### config.mk
export PLATFORM = sky130hd
export DESIGN_NAME = vscp_partner_flat
export DESIGN_NICKNAME = d
export VERILOG_FILES = /design/src/vscp_pkg.sv /design/src/vscp_if.sv /design/src/vscp_partner.sv /design/src/flat_wrapper.sv
export SDC_FILE = /design/constraint.sdc
export NUM_CORES = 1
export LEC_CHECK = 0
export BUFFER_PORTS_ARGS = -buffer_cell sky130_fd_sc_hd__buf_2
export CORE_MARGIN = 2
export CORE_UTILIZATION = 45
export DETAILED_ROUTE_END_ITERATION = 8
export PLACE_DENSITY_LB_ADDON = 0.3
export SLEW_MARGIN = 30
export SYNTH_ARGS = -nofsm -noshare
export SYNTH_HDL_FRONTEND = slang
export SYNTH_SLANG_ARGS = --single-unit
### constraint.sdc
create_clock -name clk_sys -period 4.35 [get_ports clk_sys]
set_input_delay 0.2175 -clock clk_sys [delete_from_list [all_inputs] [get_ports clk_sys]]
set_output_delay 0.2175 -clock clk_sys [all_outputs]
set_load 0.05 [all_outputs]
### src/vscp_pkg.sv
// ==========================================================
// Stream and control port constants
// ==========================================================
package vscp_pkg;

    // Component and bus widths
    localparam int COMP_W  = 8;
    localparam int LANE_W  = ((COMP_W + 7) / 8) * 8;
    localparam int LANES   = 3;
    localparam int PIX_W   = LANES * LANE_W;
    localparam int ADDR_W  = 32;
    localparam int DATA_W  = 32;
    localparam int RESP_W  = 2;
    localparam int CNT_W   = 8;
    localparam int ROW_W   = 4;

    // Fixed picture geometry, set when the core is built
    localparam logic [CNT_W-1:0] ACTIVE_COLS = 8'h10;
    localparam logic [ROW_W-1:0] ACTIVE_ROWS = 4'h4;

    // Flush lengths in clock cycles
    localparam logic [CNT_W-1:0] LINE_FLUSH_CYC  = 8'h1a;
    localparam logic [CNT_W-1:0] FRAME_FLUSH_CYC =
        CNT_W'(ACTIVE_COLS + LINE_FLUSH_CYC);

    // Control slave build option and bus answers
    localparam logic              CTRL_PRESENT = 1'h0;
    localparam logic [RESP_W-1:0] RESP_OKAY    = 2'h0;
    localparam logic [RESP_W-1:0] RESP_DECERR  = 2'h3;

    // Zero-fill each component lane above the component width
    function automatic logic [PIX_W-1:0] packPixel(
        input logic [PIX_W-1:0] raw
    );
        logic [PIX_W-1:0] res;
        res = '0;
        for (int i = 0; i < LANES; i++) begin
            res[i*LANE_W +: COMP_W] = raw[i*LANE_W +: COMP_W];
        end
        return res;
    endfunction : packPixel

endpackage : vscp_pkg

### src/vscp_if.sv
`timescale 1ns/1ps
// ==========================================================
// Stream and control link between core and partner
// ==========================================================
interface vscp_if;

    // Input stream, partner to core
    logic [vscp_pkg::PIX_W-1:0]  inTdata;
    logic                        inTvalid;
    logic                        inTready;
    logic                        inTuser;
    logic                        inTlast;

    // Output stream, core to partner
    logic [vscp_pkg::PIX_W-1:0]  outTdata;
    logic                        outTvalid;
    logic                        outTready;
    logic                        outTuser;
    logic                        outTlast;

    // Control slave, AXI4-Lite
    logic                        awvalid;
    logic                        awready;
    logic [vscp_pkg::ADDR_W-1:0] awaddr;
    logic                        wvalid;
    logic                        wready;
    logic [vscp_pkg::DATA_W-1:0] wdata;
    logic [vscp_pkg::RESP_W-1:0] bresp;
    logic                        bvalid;
    logic                        bready;
    logic                        arvalid;
    logic                        arready;
    logic [vscp_pkg::ADDR_W-1:0] araddr;
    logic                        rvalid;
    logic                        rready;
    logic [vscp_pkg::DATA_W-1:0] rdata;
    logic [vscp_pkg::RESP_W-1:0] rresp;

    modport device (
        input  inTdata, inTvalid, inTuser, inTlast, outTready,
        output inTready, outTdata, outTvalid, outTuser, outTlast,
        input  awvalid, awaddr, wvalid, wdata, bready,
        input  arvalid, araddr, rready,
        output awready, wready, bresp, bvalid,
        output arready, rvalid, rdata, rresp
    );

    modport partner (
        output inTdata, inTvalid, inTuser, inTlast, outTready,
        input  inTready, outTdata, outTvalid, outTuser, outTlast,
        output awvalid, awaddr, wvalid, wdata, bready,
        output arvalid, araddr, rready,
        input  awready, wready, bresp, bvalid,
        input  arready, rvalid, rdata, rresp
    );

endinterface : vscp_if

### src/vscp_partner.sv
`timescale 1ns/1ps
module vscp_partner (
    // Clock and reset
    input  wire logic                        clk_sys,
    input  wire logic                        rst_n,
    // System clock enable
    input  wire logic                        clkEn,
    // Link to the core
    vscp_if.partner                          link,
    // Source control
    input  wire logic                        startFrame,
    output logic                             frameBusy,
    // Sink control and captured pixels
    input  wire logic                        sinkReady,
    output logic                             rxStrobe,
    output logic [vscp_pkg::PIX_W-1:0]       rxData,
    output logic                             rxSof,
    output logic                             rxLineEndMarker,
    // Control master command port
    input  wire logic                        cmdValid,
    input  wire logic                        cmdWrite,
    input  wire logic [vscp_pkg::ADDR_W-1:0] cmdAddr,
    input  wire logic [vscp_pkg::DATA_W-1:0] cmdData,
    output logic                             cmdReady,
    output logic                             rspValid,
    output logic [vscp_pkg::DATA_W-1:0]      rspData,
    output logic [vscp_pkg::RESP_W-1:0]      rspResp
);

    typedef enum logic [4:0] {
        VSCP_IDLE  = 5'b00001,
        VSCP_WADDR = 5'b00010,
        VSCP_BWAIT = 5'b00100,
        VSCP_RADDR = 5'b01000,
        VSCP_RWAIT = 5'b10000
    } vscp_mst_t;

    localparam int PW = vscp_pkg::PIX_W;
    localparam int CW = vscp_pkg::CNT_W;
    localparam int RW = vscp_pkg::ROW_W;
    localparam int AW = vscp_pkg::ADDR_W;
    localparam int DW = vscp_pkg::DATA_W;

    // ==========================================================
    // Upstream source
    // ==========================================================
    logic          valid_q, valid_d;
    logic          sof_q, sof_d;
    logic          last_q, last_d;
    logic [PW-1:0] data_q, data_d;
    logic [CW-1:0] col_q, col_d;
    logic [RW-1:0] row_q, row_d;
    logic [CW-1:0] seed_q, seed_d;
    logic          srcTake;
    logic          endCol;

    assign link.inTvalid = valid_q;
    assign link.inTuser  = sof_q;
    assign link.inTlast  = last_q;
    assign link.inTdata  = data_q;
    assign frameBusy     = valid_q;
    assign srcTake = valid_q && link.inTready && clkEn;
    assign endCol  = (col_d == CW'(vscp_pkg::ACTIVE_COLS - 8'h01));

    always_comb begin
        valid_d = valid_q;
        col_d   = col_q;
        row_d   = row_q;
        seed_d  = seed_q;
        if (!valid_q && startFrame && clkEn) begin
            valid_d = 1'b1;
            col_d   = '0;
            row_d   = '0;
        end else if (srcTake) begin
            seed_d = seed_q + 8'h01;
            if (last_q) begin
                col_d = '0;
                row_d = row_q + 4'h1;
                if (row_q == RW'(vscp_pkg::ACTIVE_ROWS - 4'h1)) begin
                    valid_d = 1'b0;
                end
            end else begin
                col_d = col_q + 8'h01;
            end
        end
        // Only active samples; zero-filled upper lane bits
        data_d = vscp_pkg::packPixel(PW'({3{seed_d}}));
        sof_d  = valid_d && (col_d == '0) && (row_d == '0);
        last_d = valid_d && endCol;
        if (valid_q && !srcTake) begin
            data_d = data_q;
            sof_d  = sof_q;
            last_d = last_q;
        end
    end

    // ==========================================================
    // Downstream sink
    // ==========================================================
    logic          rxStrobe_q;
    logic [PW-1:0] rxData_q;
    logic          rxSof_q;
    logic          rxEnd_q;
    logic          snkTake;

    // Ready comes from the user alone, never from valid
    assign link.outTready = sinkReady;
    assign snkTake = link.outTvalid && sinkReady && clkEn;
    assign rxStrobe = rxStrobe_q;
    assign rxData   = rxData_q;
    assign rxSof    = rxSof_q;
    assign rxLineEndMarker = rxEnd_q;

    // ==========================================================
    // Control master, one transaction at a time
    // ==========================================================
    vscp_mst_t     mst_q, mst_d;
    logic [AW-1:0] addr_q, addr_d;
    logic [DW-1:0] wdat_q, wdat_d;
    logic          awDone_q, awDone_d;
    logic          wDone_q, wDone_d;
    logic          rspV_q, rspV_d;
    logic [DW-1:0] rspD_q, rspD_d;
    logic [1:0]    rspR_q, rspR_d;

    assign cmdReady     = (mst_q == VSCP_IDLE) && rst_n;
    assign link.awvalid = (mst_q == VSCP_WADDR) && !awDone_q;
    assign link.wvalid  = (mst_q == VSCP_WADDR) && !wDone_q;
    assign link.awaddr  = addr_q;
    assign link.wdata   = wdat_q;
    assign link.bready  = (mst_q == VSCP_BWAIT);
    assign link.arvalid = (mst_q == VSCP_RADDR);
    assign link.araddr  = addr_q;
    assign link.rready  = (mst_q == VSCP_RWAIT);
    assign rspValid = rspV_q;
    assign rspData  = rspD_q;
    assign rspResp  = rspR_q;

    always_comb begin
        mst_d    = mst_q;
        addr_d   = addr_q;
        wdat_d   = wdat_q;
        awDone_d = awDone_q;
        wDone_d  = wDone_q;
        rspV_d   = 1'b0;
        rspD_d   = rspD_q;
        rspR_d   = rspR_q;
        case (mst_q)
            VSCP_IDLE: begin
                if (cmdValid && clkEn) begin
                    addr_d   = cmdAddr;
                    wdat_d   = cmdData;
                    awDone_d = 1'b0;
                    wDone_d  = 1'b0;
                    mst_d = cmdWrite ? VSCP_WADDR : VSCP_RADDR;
                end
            end
            VSCP_WADDR: begin
                if (clkEn) begin
                    awDone_d = awDone_q || link.awready;
                    wDone_d  = wDone_q || link.wready;
                    if (awDone_d && wDone_d) begin
                        mst_d = VSCP_BWAIT;
                    end
                end
            end
            VSCP_BWAIT: begin
                if (link.bvalid && clkEn) begin
                    rspV_d = 1'b1;
                    rspD_d = '0;
                    rspR_d = link.bresp;
                    mst_d  = VSCP_IDLE;
                end
            end
            VSCP_RADDR: begin
                if (link.arready && clkEn) begin
                    mst_d = VSCP_RWAIT;
                end
            end
            VSCP_RWAIT: begin
                if (link.rvalid && clkEn) begin
                    rspV_d = 1'b1;
                    rspD_d = link.rdata;
                    rspR_d = link.rresp;
                    mst_d  = VSCP_IDLE;
                end
            end
            default: mst_d = VSCP_IDLE;
        endcase
    end

    // ==========================================================
    // Registers
    // ==========================================================
    always_ff @(posedge clk_sys) begin
        if (!rst_n) begin
            valid_q <= 1'b0;
            sof_q <= 1'b0;
            last_q <= 1'b0;
            data_q <= '0;
            col_q <= '0;
            row_q <= '0;
            seed_q <= '0;
            rxStrobe_q <= 1'b0;
            rxData_q <= '0;
            rxSof_q <= 1'b0;
            rxEnd_q <= 1'b0;
            mst_q <= VSCP_IDLE;
            addr_q <= '0;
            wdat_q <= '0;
            awDone_q <= 1'b0;
            wDone_q <= 1'b0;
            rspV_q <= 1'b0;
            rspD_q <= '0;
            rspR_q <= '0;
        end else begin
            valid_q <= valid_d;
            sof_q <= sof_d;
            last_q <= last_d;
            data_q <= data_d;
            col_q <= col_d;
            row_q <= row_d;
            seed_q <= seed_d;
            rxStrobe_q <= snkTake;
            if (snkTake) begin
                rxData_q <= link.outTdata;
                rxSof_q  <= link.outTuser;
                rxEnd_q  <= link.outTlast;
            end
            mst_q <= mst_d;
            addr_q <= addr_d;
            wdat_q <= wdat_d;
            awDone_q <= awDone_d;
            wDone_q <= wDone_d;
            rspV_q <= rspV_d;
            rspD_q <= rspD_d;
            rspR_q <= rspR_d;
        end
    end

endmodule : vscp_partner

### src/flat_wrapper.sv
// flat-port wrapper written by rule: the top's interface ports become plain ports
module vscp_partner_flat 
  (clk_sys, rst_n, clkEn, startFrame, frameBusy, sinkReady, rxStrobe, rxData, rxSof, rxLineEndMarker, cmdValid, cmdWrite, cmdAddr, cmdData, cmdReady, rspValid, rspData, rspResp, link_inTdata, link_inTvalid, link_inTuser, link_inTlast, link_outTready, link_inTready, link_outTdata, link_outTvalid, link_outTuser, link_outTlast, link_awvalid, link_awaddr, link_wvalid, link_wdata, link_bready, link_arvalid, link_araddr, link_rready, link_awready, link_wready, link_bresp, link_bvalid, link_arready, link_rvalid, link_rdata, link_rresp);
  vscp_if link_i ();
  input  wire logic clk_sys;
  input  wire logic rst_n;
  input  wire logic clkEn;
  input  wire logic startFrame;
  output logic frameBusy;
  input  wire logic sinkReady;
  output logic rxStrobe;
  output logic [vscp_pkg::PIX_W-1:0] rxData;
  output logic rxSof;
  output logic rxLineEndMarker;
  input  wire logic cmdValid;
  input  wire logic cmdWrite;
  input  wire logic [vscp_pkg::ADDR_W-1:0] cmdAddr;
  input  wire logic [vscp_pkg::DATA_W-1:0] cmdData;
  output logic cmdReady;
  output logic rspValid;
  output logic [vscp_pkg::DATA_W-1:0] rspData;
  output logic [vscp_pkg::RESP_W-1:0] rspResp;
  output wire logic [$bits(link_i.inTdata)-1:0] link_inTdata;
  output wire logic [$bits(link_i.inTvalid)-1:0] link_inTvalid;
  output wire logic [$bits(link_i.inTuser)-1:0] link_inTuser;
  output wire logic [$bits(link_i.inTlast)-1:0] link_inTlast;
  output wire logic [$bits(link_i.outTready)-1:0] link_outTready;
  input wire logic [$bits(link_i.inTready)-1:0] link_inTready;
  input wire logic [$bits(link_i.outTdata)-1:0] link_outTdata;
  input wire logic [$bits(link_i.outTvalid)-1:0] link_outTvalid;
  input wire logic [$bits(link_i.outTuser)-1:0] link_outTuser;
  input wire logic [$bits(link_i.outTlast)-1:0] link_outTlast;
  output wire logic [$bits(link_i.awvalid)-1:0] link_awvalid;
  output wire logic [$bits(link_i.awaddr)-1:0] link_awaddr;
  output wire logic [$bits(link_i.wvalid)-1:0] link_wvalid;
  output wire logic [$bits(link_i.wdata)-1:0] link_wdata;
  output wire logic [$bits(link_i.bready)-1:0] link_bready;
  output wire logic [$bits(link_i.arvalid)-1:0] link_arvalid;
  output wire logic [$bits(link_i.araddr)-1:0] link_araddr;
  output wire logic [$bits(link_i.rready)-1:0] link_rready;
  input wire logic [$bits(link_i.awready)-1:0] link_awready;
  input wire logic [$bits(link_i.wready)-1:0] link_wready;
  input wire logic [$bits(link_i.bresp)-1:0] link_bresp;
  input wire logic [$bits(link_i.bvalid)-1:0] link_bvalid;
  input wire logic [$bits(link_i.arready)-1:0] link_arready;
  input wire logic [$bits(link_i.rvalid)-1:0] link_rvalid;
  input wire logic [$bits(link_i.rdata)-1:0] link_rdata;
  input wire logic [$bits(link_i.rresp)-1:0] link_rresp;
  assign link_inTdata = link_i.inTdata;
  assign link_inTvalid = link_i.inTvalid;
  assign link_inTuser = link_i.inTuser;
  assign link_inTlast = link_i.inTlast;
  assign link_outTready = link_i.outTready;
  assign link_i.inTready = link_inTready;
  assign link_i.outTdata = link_outTdata;
  assign link_i.outTvalid = link_outTvalid;
  assign link_i.outTuser = link_outTuser;
  assign link_i.outTlast = link_outTlast;
  assign link_awvalid = link_i.awvalid;
  assign link_awaddr = link_i.awaddr;
  assign link_wvalid = link_i.wvalid;
  assign link_wdata = link_i.wdata;
  assign link_bready = link_i.bready;
  assign link_arvalid = link_i.arvalid;
  assign link_araddr = link_i.araddr;
  assign link_rready = link_i.rready;
  assign link_i.awready = link_awready;
  assign link_i.wready = link_wready;
  assign link_i.bresp = link_bresp;
  assign link_i.bvalid = link_bvalid;
  assign link_i.arready = link_arready;
  assign link_i.rvalid = link_rvalid;
  assign link_i.rdata = link_rdata;
  assign link_i.rresp = link_rresp;
  vscp_partner u_core (.clk_sys(clk_sys), .rst_n(rst_n), .clkEn(clkEn), .link(link_i), .startFrame(startFrame), .frameBusy(frameBusy), .sinkReady(sinkReady), .rxStrobe(rxStrobe), .rxData(rxData), .rxSof(rxSof), .rxLineEndMarker(rxLineEndMarker), .cmdValid(cmdValid), .cmdWrite(cmdWrite), .cmdAddr(cmdAddr), .cmdData(cmdData), .cmdReady(cmdReady), .rspValid(rspValid), .rspData(rspData), .rspResp(rspResp));
endmodule
==> results of run 1 <==
[final cells by class]
type	instances	area share, %
inverters	4	0.169
clock inverters	11	1.67
flip-flops and latches	164	36.9
repair buffers	337	19.2
well taps	188	2.64
diodes	1	0.0281
clock buffers	21	5.18
multi-input cells	530	34.2
[sequential cells by signal, indices dropped and copies added, names as in the netlist, 2 cells and up]
register	flops
u_core.row_q	4
u_core.col_q	8
u_core.mst_q	5
u_core.rspData	32
u_core.rspResp	2
u_core.link.inTdata	8
u_core.link.wdata	32
u_core.link.araddr	32
u_core.rxData	24
u_core.seed_q	8
[cell families after synthesis]
family | Yosys count
xor+xnor | 12
mux | 5
simple gates | 335
fa+ha+maj | 3
flops | 164
buf+inv | 105
compound gates | 175
[Yosys cell counts (2+ instances only)]
cell type / count / share of area (%)
a21o_1: 2 / 0.22
buf_2: 14 / 1.0
and3b_1: 2 / 0.25
buf_4: 52 / 5.6
nand2_1: 214 / 12
nand3b_1: 3 / 0.33
a21boi_1: 67 / 7.3
and3_1: 6 / 0.54
ha_1: 3 / 0.54
inv_1: 4 / 0.22
o21ai_0: 10 / 0.72
a21boi_0: 30 / 3.3
xnor2_1: 5 / 0.63
a31oi_1: 2 / 0.18
o211a_1: 5 / 0.72
and2_1: 12 / 1.1
dfxtp_1: 164 / 47
clkbuf_1: 33 / 1.8
a22oi_1: 32 / 3.5
nor2_1: 19 / 1.0
o31ai_1: 2 / 0.22
xor2_1: 7 / 0.89
mux2i_1: 5 / 0.72
nand4b_1: 2 / 0.25
nand4_1: 3 / 0.27
o211ai_1: 3 / 0.33
or2_1: 2 / 0.18
a21oi_1: 9 / 0.65
nand3_1: 17 / 1.2
o21a_1: 5 / 0.54
nor2b_1: 43 / 3.9
or3_1: 3 / 0.27
a32oi_1: 2 / 0.25
[metrics by stage]
stage	util (%)	worst slack, ns	area (µm²)
CTS	58.6	2.00	8870
floorplan	-	2.28	6920
finish	58.7	2.04	8890
global route	58.7	1.74	8890
global placement	54.5	2.08	8260
detailed placement	54.6	2.02	8270
[metal layers]
metal  global-route usage (%)  wire (µm)  vias up
met5                        0         17        -
met4                     7.89        338        2
met3                     8.39       1520       23
met2                     37.3       8880      233
met1                     26.4       7800     2831
li1                         -          -     3129
[worst max-delay path: cells and delay by family, from the launching register on]
family	cells	cell delay (ns)
compound gates	1	0.20
buf+inv	1	0.50
flops	1	0.35
simple gates	4	1.13
[final timing paths]
path / start / cells past startpoint / to / slack, ns
max: u_core.mst_q[2]$_SDFFE_PN0P_ / 6 / u_core.awDone_q$_SDFFE_PN0P_ / 2.04
min: cmdAddr[8] / 3 / u_core.link.araddr[8]$_SDFFE_PN0P_ / 0.03
max reg2reg: u_core.mst_q[2]$_SDFFE_PN0P_ / 6 / u_core.awDone_q$_SDFFE_PN0P_ / 2.04
min reg2reg: u_core.link.wdata[30]$_SDFFE_PN0P_ / 2 / u_core.link.wdata[30]$_SDFFE_PN0P_ / 0.45
[power by group through the flow]
stage | sequential [µW] | clock (µW) | combinational [µW]
after global routing | 1590 | 1660 | 587
final | 1580 | 1550 | 549
after floorplan | 1770 | 0 | 266
after global placement | 1610 | 0 | 552
after CTS | 1580 | 1590 | 554
after detailed placement | 1610 | 0 | 553
==> impl_results.md, run 1 <==
- Status: finished, final reports clean
- Clk buf depth: 2
- Count of different cell masters after synthesis: 50
- Minimum clock period: 2.31 ns
- Sequential power share: 43.0%
- Max cap viols: 0
- Largest family of logic cells by synthesized area: simple AND/OR/NAND/NOR gates
- Post-cts resize count: 0
- Gr ovfl total: 0
- Worst path cell trace: nor3_2 -> and3b_1 -> nand3_2 -> buf_4 -> a32oi_1 -> nor2b_1
- Vias after detailed routing: 6218
- I/O Buffers: 332
- Antenna violations before repair: 2
- CP Data Required Time: 4.66 ns
- Initial core utilization: 45.7%
- Worst EP arrival: 2.61 ns
- CTS sink count: 164
- Vias per inst: 4.95
- Combinational power share: 14.9%
- Crit end category: register
- Setup violations, final: 0
- Register area share after synthesis: 47.4%
- Most common cell after layout, fill and taps aside: buf_2
- Die width: 128 µm
- Nets: 1197
- Flip-flop and latch area: 3280 µm²
- Asr flop ratio synth: 0%
- Hold Vio Cnt, Final: 0
- TNS Setup: 0 ns
- Prevailing post-synth register cell: dfxtp_1
- Rows: 45
- Syn Inst Count: 799
- Setup repair bufs after CTS: 0
- Synth Area per Inst: 8.67 µm²
- Die ar.: 16400 µm²
- Multiplexer share of the synthesized area: 0.723%
- Clock Power Share: 42.1%
- FMAX: 434 MHz
- Pwr/cell area: 414 nW/µm²
- Crit path max fanout: 36
- Post-synth EDFFs: 0
- Net Count, Synth: 942
- Worst-path clk slew: 0.06 ns
- Adder-cell share of the synthesized area: 0.542%
- Fin cells: 1256
- Tot Pwr: 3680 µW
- Maximum vdd ir drop: 0.299 mV
- Area Growth Syn to Fin: 28.4%
- Worst slew margin: 42.2%
- Worst Hold Class: primary input to register
- Cell count after placement: 1222
- RSZ-0062 raised after global routing: false
- Synthesized cell area: 6920 µm²
- Simple-gate share of the synthesized area: 22.2%
- Leak: 0.00421 µW
- Worst-skew pair later-pin latency: 0.42 ns
- Largest net degree at the start of global routing: 102
- Compound-Gate Fraction of Synth Area: 18.8%
- Sw Share: 28.3%
- Cell internal pwr: 2640 µW
- Share of cells above drive strength 1: 35.4%
- Seq cells post-synth: 164
- Post-route ant nets: 0
- First-pass GRT wire length: 28.8 mm
- Post-Synth XOR/XNOR Area: 1.52%
- Final wirelength: 18.6 mm
- RePlAce Congestion: 0.836
- Skew final: 0.00798 ns
- Die H: 128 µm
- Crit start category: register
- Multi-input gate area: 3040 µm²
- Max Transition Viols Final: 0
- Hpwl dp: 13.4 mm
- Core Footprint: 15100 µm²
- Net switching power: 1040 µW
- H-tree depth: 4
- Hold Buf Count CTS: 0
- Fin Hold WS: 0.0257 ns
- Yosys warnings: 0
- Fin crit share: 53.0%
- Initial DRC count: 299
- Least-Margin Pin Slew: 0.867 ns
- Drt drc: 0
- DR pass1 iterations: 4
- Critical path's slowest cell: nand3_2
- Max incr delay on CP: 0.52 ns
- Ports: 333
- Filler Cell Count: 1387
- CTS tree: built
- GRT Overall Usage: 22.3%
- Commonest cells after routing, fill and taps aside: buf_2 (331), nand2_1 (214), dfxtp_1 (164)
- Post-DR wirelength/cell: 14.8 µm
- Root Driver: clkbuf_16
- Crit Path Class: register to register
- Num CTS Buffers: 17
- Vias in the first global route: 5620
(Power assumes the default switching activity.)
==> run 2: changes to the inputs <==
--- a/config.mk
+++ b/config.mk
@@ -6,8 +6,9 @@
 export NUM_CORES = 1
 export LEC_CHECK = 0
 export BUFFER_PORTS_ARGS = -buffer_cell sky130_fd_sc_hd__buf_2
+export CORE_ASPECT_RATIO = 1.2
 export CORE_MARGIN = 2
-export CORE_UTILIZATION = 45
+export CORE_UTILIZATION = 42
 export DETAILED_ROUTE_END_ITERATION = 8
 export PLACE_DENSITY_LB_ADDON = 0.3
 export SLEW_MARGIN = 30
==> constraint.sdc (replaced) <==
create_clock -name clk_sys -period 2.1 [get_ports clk_sys]
set_input_delay 0.105 -clock clk_sys [delete_from_list [all_inputs] [get_ports clk_sys]]
set_output_delay 0.105 -clock clk_sys [all_outputs]
set_load 0.05 [all_outputs]
==> impl_results.md, run 2 (synthesis results as in run 1) <==
- Status: finished, final reports clean (unchanged)
- Fin Hold WS: 0.00316 ns (was 0.0257 ns)
- Post-cts resize count: 0 (unchanged)
- Worst slew margin: 66.0% (was 42.2%)
- Rows: 51 (was 45)
- RePlAce Congestion: 0.883 (was 0.836)
- Vias after detailed routing: 6900 (was 6218)
- Pwr/cell area: 761 nW/µm² (was 414 nW/µm²)
- Nets: 1333 (was 1197)
- Clock Power Share: 40.7% (was 42.1%)
- Antenna violations before repair: 0 (was 2)
- Net switching power: 2260 µW (was 1040 µW)
- Crit Path Class: register to output pin (was register to register)
- Leak: 0.00481 µW (was 0.00421 µW)
- Post-route ant nets: 0 (unchanged)
- Vias per inst: 4.88 (was 4.95)
- Ant. Diodes: 0 (was 1)
- Most common cell after layout, fill and taps aside: buf_2 (unchanged)
- Die width: 121 µm (was 128 µm)
- Num CTS Buffers: 17 (unchanged)
- TNS Setup: 0 ns (unchanged)
- Multi-input gate area: 3030 µm² (was 3040 µm²)
- Vias in the first global route: 6392 (was 5620)
- Die H: 145 µm (was 128 µm)
- Cell internal pwr: 5570 µW (was 2640 µW)
- Setup WS pre-CTS: 0.333 ns (was 2.02 ns)
- CTS tree: built (unchanged)
- Critical path's slowest cell: dfxtp_1 (was nand3_2)
- I/O Buffers: 332 (unchanged)
- Setup violations, final: 0 (unchanged)
- Fin crit share: 88.3%
- Worst path cell trace: nor3_2 -> and3b_1 -> and2_1 -> buf_2 (was nor3_2 -> and3b_1 -> nand3_2 -> buf_4 -> a32oi_1 -> nor2b_1)
- Skew final: 0.00791 ns (was 0.00798 ns)
- CP Data Required Time: 2.00 ns (was 4.66 ns)
- Worst-path clk slew: 0.07 ns (was 0.06 ns)
- Minimum clock period: 1.85 ns
- Area Growth Syn to Fin: 48.5% (was 28.4%)
- Max incr delay on CP: 0.35 ns (was 0.52 ns)
- Worst EP arrival: 1.75 ns (was 2.61 ns)
- Cell family with most CP delay: simple AND/OR/NAND/NOR gates (unchanged)
- Crit start category: register (unchanged)
- Design area: 10300 µm² (was 8890 µm²)
- Max Transition Viols Final: 0 (unchanged)
- Sequential power share: 41.8% (was 43.0%)
- Hold Buf Count CTS: 124 (was 0)
- Gr ovfl total: 0 (unchanged)
- Commonest cells after routing, fill and taps aside: buf_2 (331), nand2_1 (214), dfxtp_1 (164) (unchanged)
- Final WS setup: 0.246 ns (was 2.04 ns)
- Buf/Inv on CP: 1 (unchanged)
- Combinational power share: 17.4% (was 14.9%)
- FMAX: 540 MHz
- Share of cells above drive strength 1: 32.4% (was 35.4%)
- Worst Hold Class: primary input to register (unchanged)
- Hold Vio Cnt, Final: 0 (unchanged)
- Sw Share: 28.9% (was 28.3%)
- Worst-skew pair later-pin latency: 0.42 ns (about the same)
- Drt drc: 0 (unchanged)
- Max cap viols: 0 (unchanged)
- Largest net degree at the start of global routing: 95 (was 102)
- First-pass GRT wire length: 31.5 mm (was 28.8 mm)
- Crit path max fanout: 5 (was 36)
- GRT busiest layer: met2 (unchanged)
- Initial core utilization: 42.7% (was 45.7%)
- Placed cell area: 8440 µm² (was 8270 µm²)
- CTS sink count: 164 (unchanged)
- Maximum vdd ir drop: 0.506 mV (was 0.299 mV)
- Met2 usage: 39.7% (was 37.3%)
- Clk buf depth: 2 (unchanged)
- Root Driver: clkbuf_16 (unchanged)
- Met1 GRT Util: 26.0% (was 26.4%)
- Crit end category: output pin (was register)
- GRT Overall Usage: 22.5% (was 22.3%)
- Post-DR wirelength/cell: 14.9 µm (was 14.8 µm)
- Hpwl dp: 13.9 mm (was 13.4 mm)
- Fin util: 63.5% (was 58.7%)
- Setup repair bufs after CTS: 0 (unchanged)
- RSZ-0062 raised after global routing: false (unchanged)
- Least-Margin Pin Slew: 0.510 ns (was 0.867 ns)
- Initial DRC count: 324 (was 299)
- Core Footprint: 16200 µm² (was 15100 µm²)
- H-tree depth: 4 (unchanged)
- Ports: 333 (unchanged)
- Final wirelength: 21.1 mm (was 18.6 mm)
- Filler Cell Count: 1295 (was 1387)
- Die ar.: 17500 µm² (was 16400 µm²)
- Met3 usage: 5.72% (was 8.39%)
- DR pass1 iterations: 5 (was 4)
- Flip-flop and latch area: 3280 µm² (unchanged)
==> run 2: cell count changes in the layout (fill, tap and decap cells not counted), moves of 2 or more <==
cell,change
clkbuf_1,-2
dlygate4sd3_1,+124
buf_12,+4
clkinvlp_4,-3
inv_6,+3
buf_4,+9
==> run 2: path summary, 6_finish.rpt <==
path	startpoint	endpoint	slack [ns]	cells after the start
setup / recovery	u_core.mst_q[2]$_SDFFE_PN0P_	cmdReady	0.25	4
hold / removal	link_rdata[3]	u_core.rspData[3]$_SDFFE_PN0P_	0.003	3
setup reg to reg	u_core.frameBusy$_SDFF_PN0_	u_core.link.inTlast$_SDFFE_PN0N_	0.31	5
hold reg to reg	u_core.link.wdata[4]$_SDFFE_PN0P_	u_core.link.wdata[4]$_SDFFE_PN0P_	0.45	2
==> run 2: metrics by stage <==
| stage | instances | total power (µW) |
|---|---|---|
| 2_1_floorplan | 799 | 4210 |
| 3_3_place_gp | 1259 | 4510 |
| 3_5_place_dp | 1259 | 4510 |
| 4_1_cts | 1415 | 7900 |
| 5_1_grt | 1415 | 8130 |
| 6_report | 1415 | 7830 |
==> run 2: worst reg2reg max path, stage by stage, from the launching register on <==
cell and delay (ns):
dfxtp_1 0.52, nand3_4 0.10, or3_1 0.35, a21o_1 0.19, a21o_1 0.21, o41ai_2 0.32
==> run 2: final cells by class <==
class	instances	share of cell area (%)
flip-flops and latches	164	31.9
clock buffers	20	4.54
multi-input cells	530	29.5
well taps	212	2.58
inverters	4	0.146
clock inverters	12	1.35
repair buffers	473	30.0
==> run 2: layer usage <==
layer  vias to the layer above  share of wire [%]
met5                         -                  0
met4                         0                3.1
met3                        39                7.0
met2                       283                 50
met1                      3171                 40
li1                       3407                  -
==> run 2: power by group through the flow <==
stage               registers (µW)  clock network (µW)  logic (µW)
global placement              3340                   0        1170
finish                        3270                3190        1360
CTS                           3270                3270        1360
global route                  3290                3400        1440
detailed placement            3340                   0        1170
floorplan                     3660                   0         551
==> run 3: changes to the inputs <==
--- a/config.mk
+++ b/config.mk
@@ -10,7 +10,8 @@
 export CORE_MARGIN = 2
 export CORE_UTILIZATION = 42
 export DETAILED_ROUTE_END_ITERATION = 8
-export PLACE_DENSITY_LB_ADDON = 0.3
+export HOLD_SLACK_MARGIN = 0.1
+export PLACE_DENSITY_LB_ADDON = 0.25
 export SLEW_MARGIN = 30
 export SYNTH_ARGS = -nofsm -noshare
 export SYNTH_HDL_FRONTEND = slang
==> impl_results.md, run 3 (synthesis results as in run 1) <==
- Status: finished, final reports clean (unchanged)
- Hold Vio Cnt, Final: 0 (unchanged)
- Crit path max fanout: 5 (unchanged)
- Clk buf depth: 2 (unchanged)
- Final wirelength: 21.3 mm (was 21.1 mm)
- Post-route ant nets: 0 (unchanged)
- CTS tree: built (unchanged)
- Area Growth Syn to Fin: 48.7% (was 48.5%)
- RSZ-0062 raised after global routing: false (unchanged)
- Least-Margin Pin Slew: 0.484 ns (was 0.510 ns)
- First-pass GRT wire length: 32.2 mm (was 31.5 mm)
- Share of cells above drive strength 1: 32.4% (about the same)
- Design area: 10300 µm² (about the same)
- Max incr delay on CP: 0.35 ns (about the same)
- Setup violations, final: 0 (unchanged)
- DR pass1 iterations: 5 (unchanged)
- Worst Hold Class: primary input to register (unchanged)
- Leak: 0.00482 µW (was 0.00481 µW)
- Most common cell after layout, fill and taps aside: buf_2 (unchanged)
- Critical path's slowest cell: dfxtp_1 (unchanged)
- Nets: 1339 (was 1333)
- Cell count after placement: 1261 (was 1259)
- Setup repair bufs after CTS: 0 (unchanged)
- TNS Setup: 0 ns (unchanged)
- Crit start category: register (unchanged)
- Initial DRC count: 330 (was 324)
- Commonest cells after routing, fill and taps aside: buf_2 (331), nand2_1 (214), dfxtp_1 (164) (unchanged)
- Num CTS Buffers: 17 (unchanged)
- Antenna violations before repair: 0 (unchanged)
- Core Footprint: 16200 µm² (unchanged)
- Die ar.: 17500 µm² (unchanged)
- Worst-path clk slew: 0.07 ns (about the same)
- Fin cells: 1420 (was 1415)
- Worst path cell trace: nor3_2 -> and3b_1 -> and2_1 -> buf_2 (unchanged)
- Worst-skew pair later-pin latency: 0.42 ns (about the same)
- Largest net degree at the start of global routing: 66 (was 95)
- Die width: 121 µm (unchanged)
- Cell family with most CP delay: simple AND/OR/NAND/NOR gates (unchanged)
- Pwr/cell area: 751 nW/µm² (was 761 nW/µm²)
- Minimum clock period: 1.85 ns (about the same)
- Buf/Inv on CP: 1 (unchanged)
- Die H: 145 µm (unchanged)
- I/O Buffers: 332 (unchanged)
- Vias per inst: 4.83 (was 4.88)
- Max Transition Viols Final: 0 (unchanged)
- Fin crit share: 88.3% (about the same)
- H-tree depth: 4 (unchanged)
- FMAX: 539 MHz (was 540 MHz)
- Gr ovfl total: 0 (unchanged)
- Crit Path Class: register to output pin (unchanged)
- Placed cell area: 8430 µm² (was 8440 µm²)
- Ant. Diodes: 0 (unchanged)
- Max cap viols: 0 (unchanged)
- CTS sink count: 164 (unchanged)
- CP Data Required Time: 2.00 ns (about the same)
- Vias after detailed routing: 6862 (was 6900)
- Rows: 51 (unchanged)
- Worst EP arrival: 1.75 ns (about the same)
- Hpwl dp: 14.2 mm (was 13.9 mm)
- Ports: 333 (unchanged)
- GRT Overall Usage: 23.3% (was 22.5%)
- Drt drc: 0 (unchanged)
- Root Driver: clkbuf_16 (unchanged)
- Maximum vdd ir drop: 0.417 mV (was 0.506 mV)
- Worst slew margin: 67.7% (was 66.0%)
- RePlAce Congestion: 0.855 (was 0.883)
- Vias in the first global route: 6423 (was 6392)
- Initial core utilization: 42.7% (unchanged)
- Post-DR wirelength/cell: 15.0 µm (was 14.9 µm)
- Skew final: 0.0153 ns (was 0.00791 ns)
- Crit end category: output pin (unchanged)
## run 3: what timing repair did
item / 4_1_cts / 5_1_grt
gates resized for setup: 0 / 0
hold buffers: 128 / 0
endpoints found under the hold margin: 131 / 0
## run 3: worst paths after layout
path,startpoint,to,slack (ns),depth (start not counted)
setup / recovery,u_core.mst_q[2]$_SDFFE_PN0P_,cmdReady,0.25,4
hold / removal,link_rresp[0],u_core.rspResp[0]$_SDFFE_PN0P_,0.16,4
setup reg to reg,u_core.frameBusy$_SDFF_PN0_,u_core.link.inTuser$_SDFFE_PN0N_,0.25,5
hold reg to reg,u_core.link.wdata[9]$_SDFFE_PN0P_,u_core.link.wdata[9]$_SDFFE_PN0P_,0.45,2
## run 3: power breakdown
group	internal, µW	switching (µW)	total (µW)	leakage, µW
Sequential	3210	68.0	3280	0.00133
Combinational	486	874	1360	0.00319
Clock	1800	1300	3100	0.000291
## run 3: layout make-up
class / count / area (µm²)
Clock buffer: 18 / 439
Clock inverter: 13 / 149
Fill cell: 1339 / 5910
Inverter: 4 / 15.0
Multi-Input combinational cell: 530 / 3030
Sequential cell: 164 / 3280
Tap cell: 212 / 265
Timing Repair Buffer: 479 / 3110
## run 3: layer usage
metal | track usage [%] | part of all wire [%]
met1 | 26.5 | 39
met2 | 41.2 | 50
met3 | 6.11 | 7.7
met4 | 9.98 | 3.0
met5 | 0 | 0
## run 3: per-stage QoR
| step | hold slack, ns | setup slack [ns] | util [%] | power [µW] |
|---|---|---|---|---|
| detailed placement | 0.348 | 0.290 | 52.0 | 4510 |
| finish | 0.161 | 0.245 | 63.5 | 7730 |
| floorplan | 0.240 | 0.0328 | - | 4210 |
| global route | 0.135 | 0.112 | 63.5 | 8060 |
| CTS | 0.112 | 0.203 | 63.5 | 7810 |
| global placement | 0.343 | 0.342 | 52.0 | 4500 |
## run 3: worst reg2reg max path: cells and delay by family, from the launching register on
family | cells | cell delay, ns
simple gates | 3 | 0.92
flops | 1 | 0.52
compound gates | 2 | 0.30
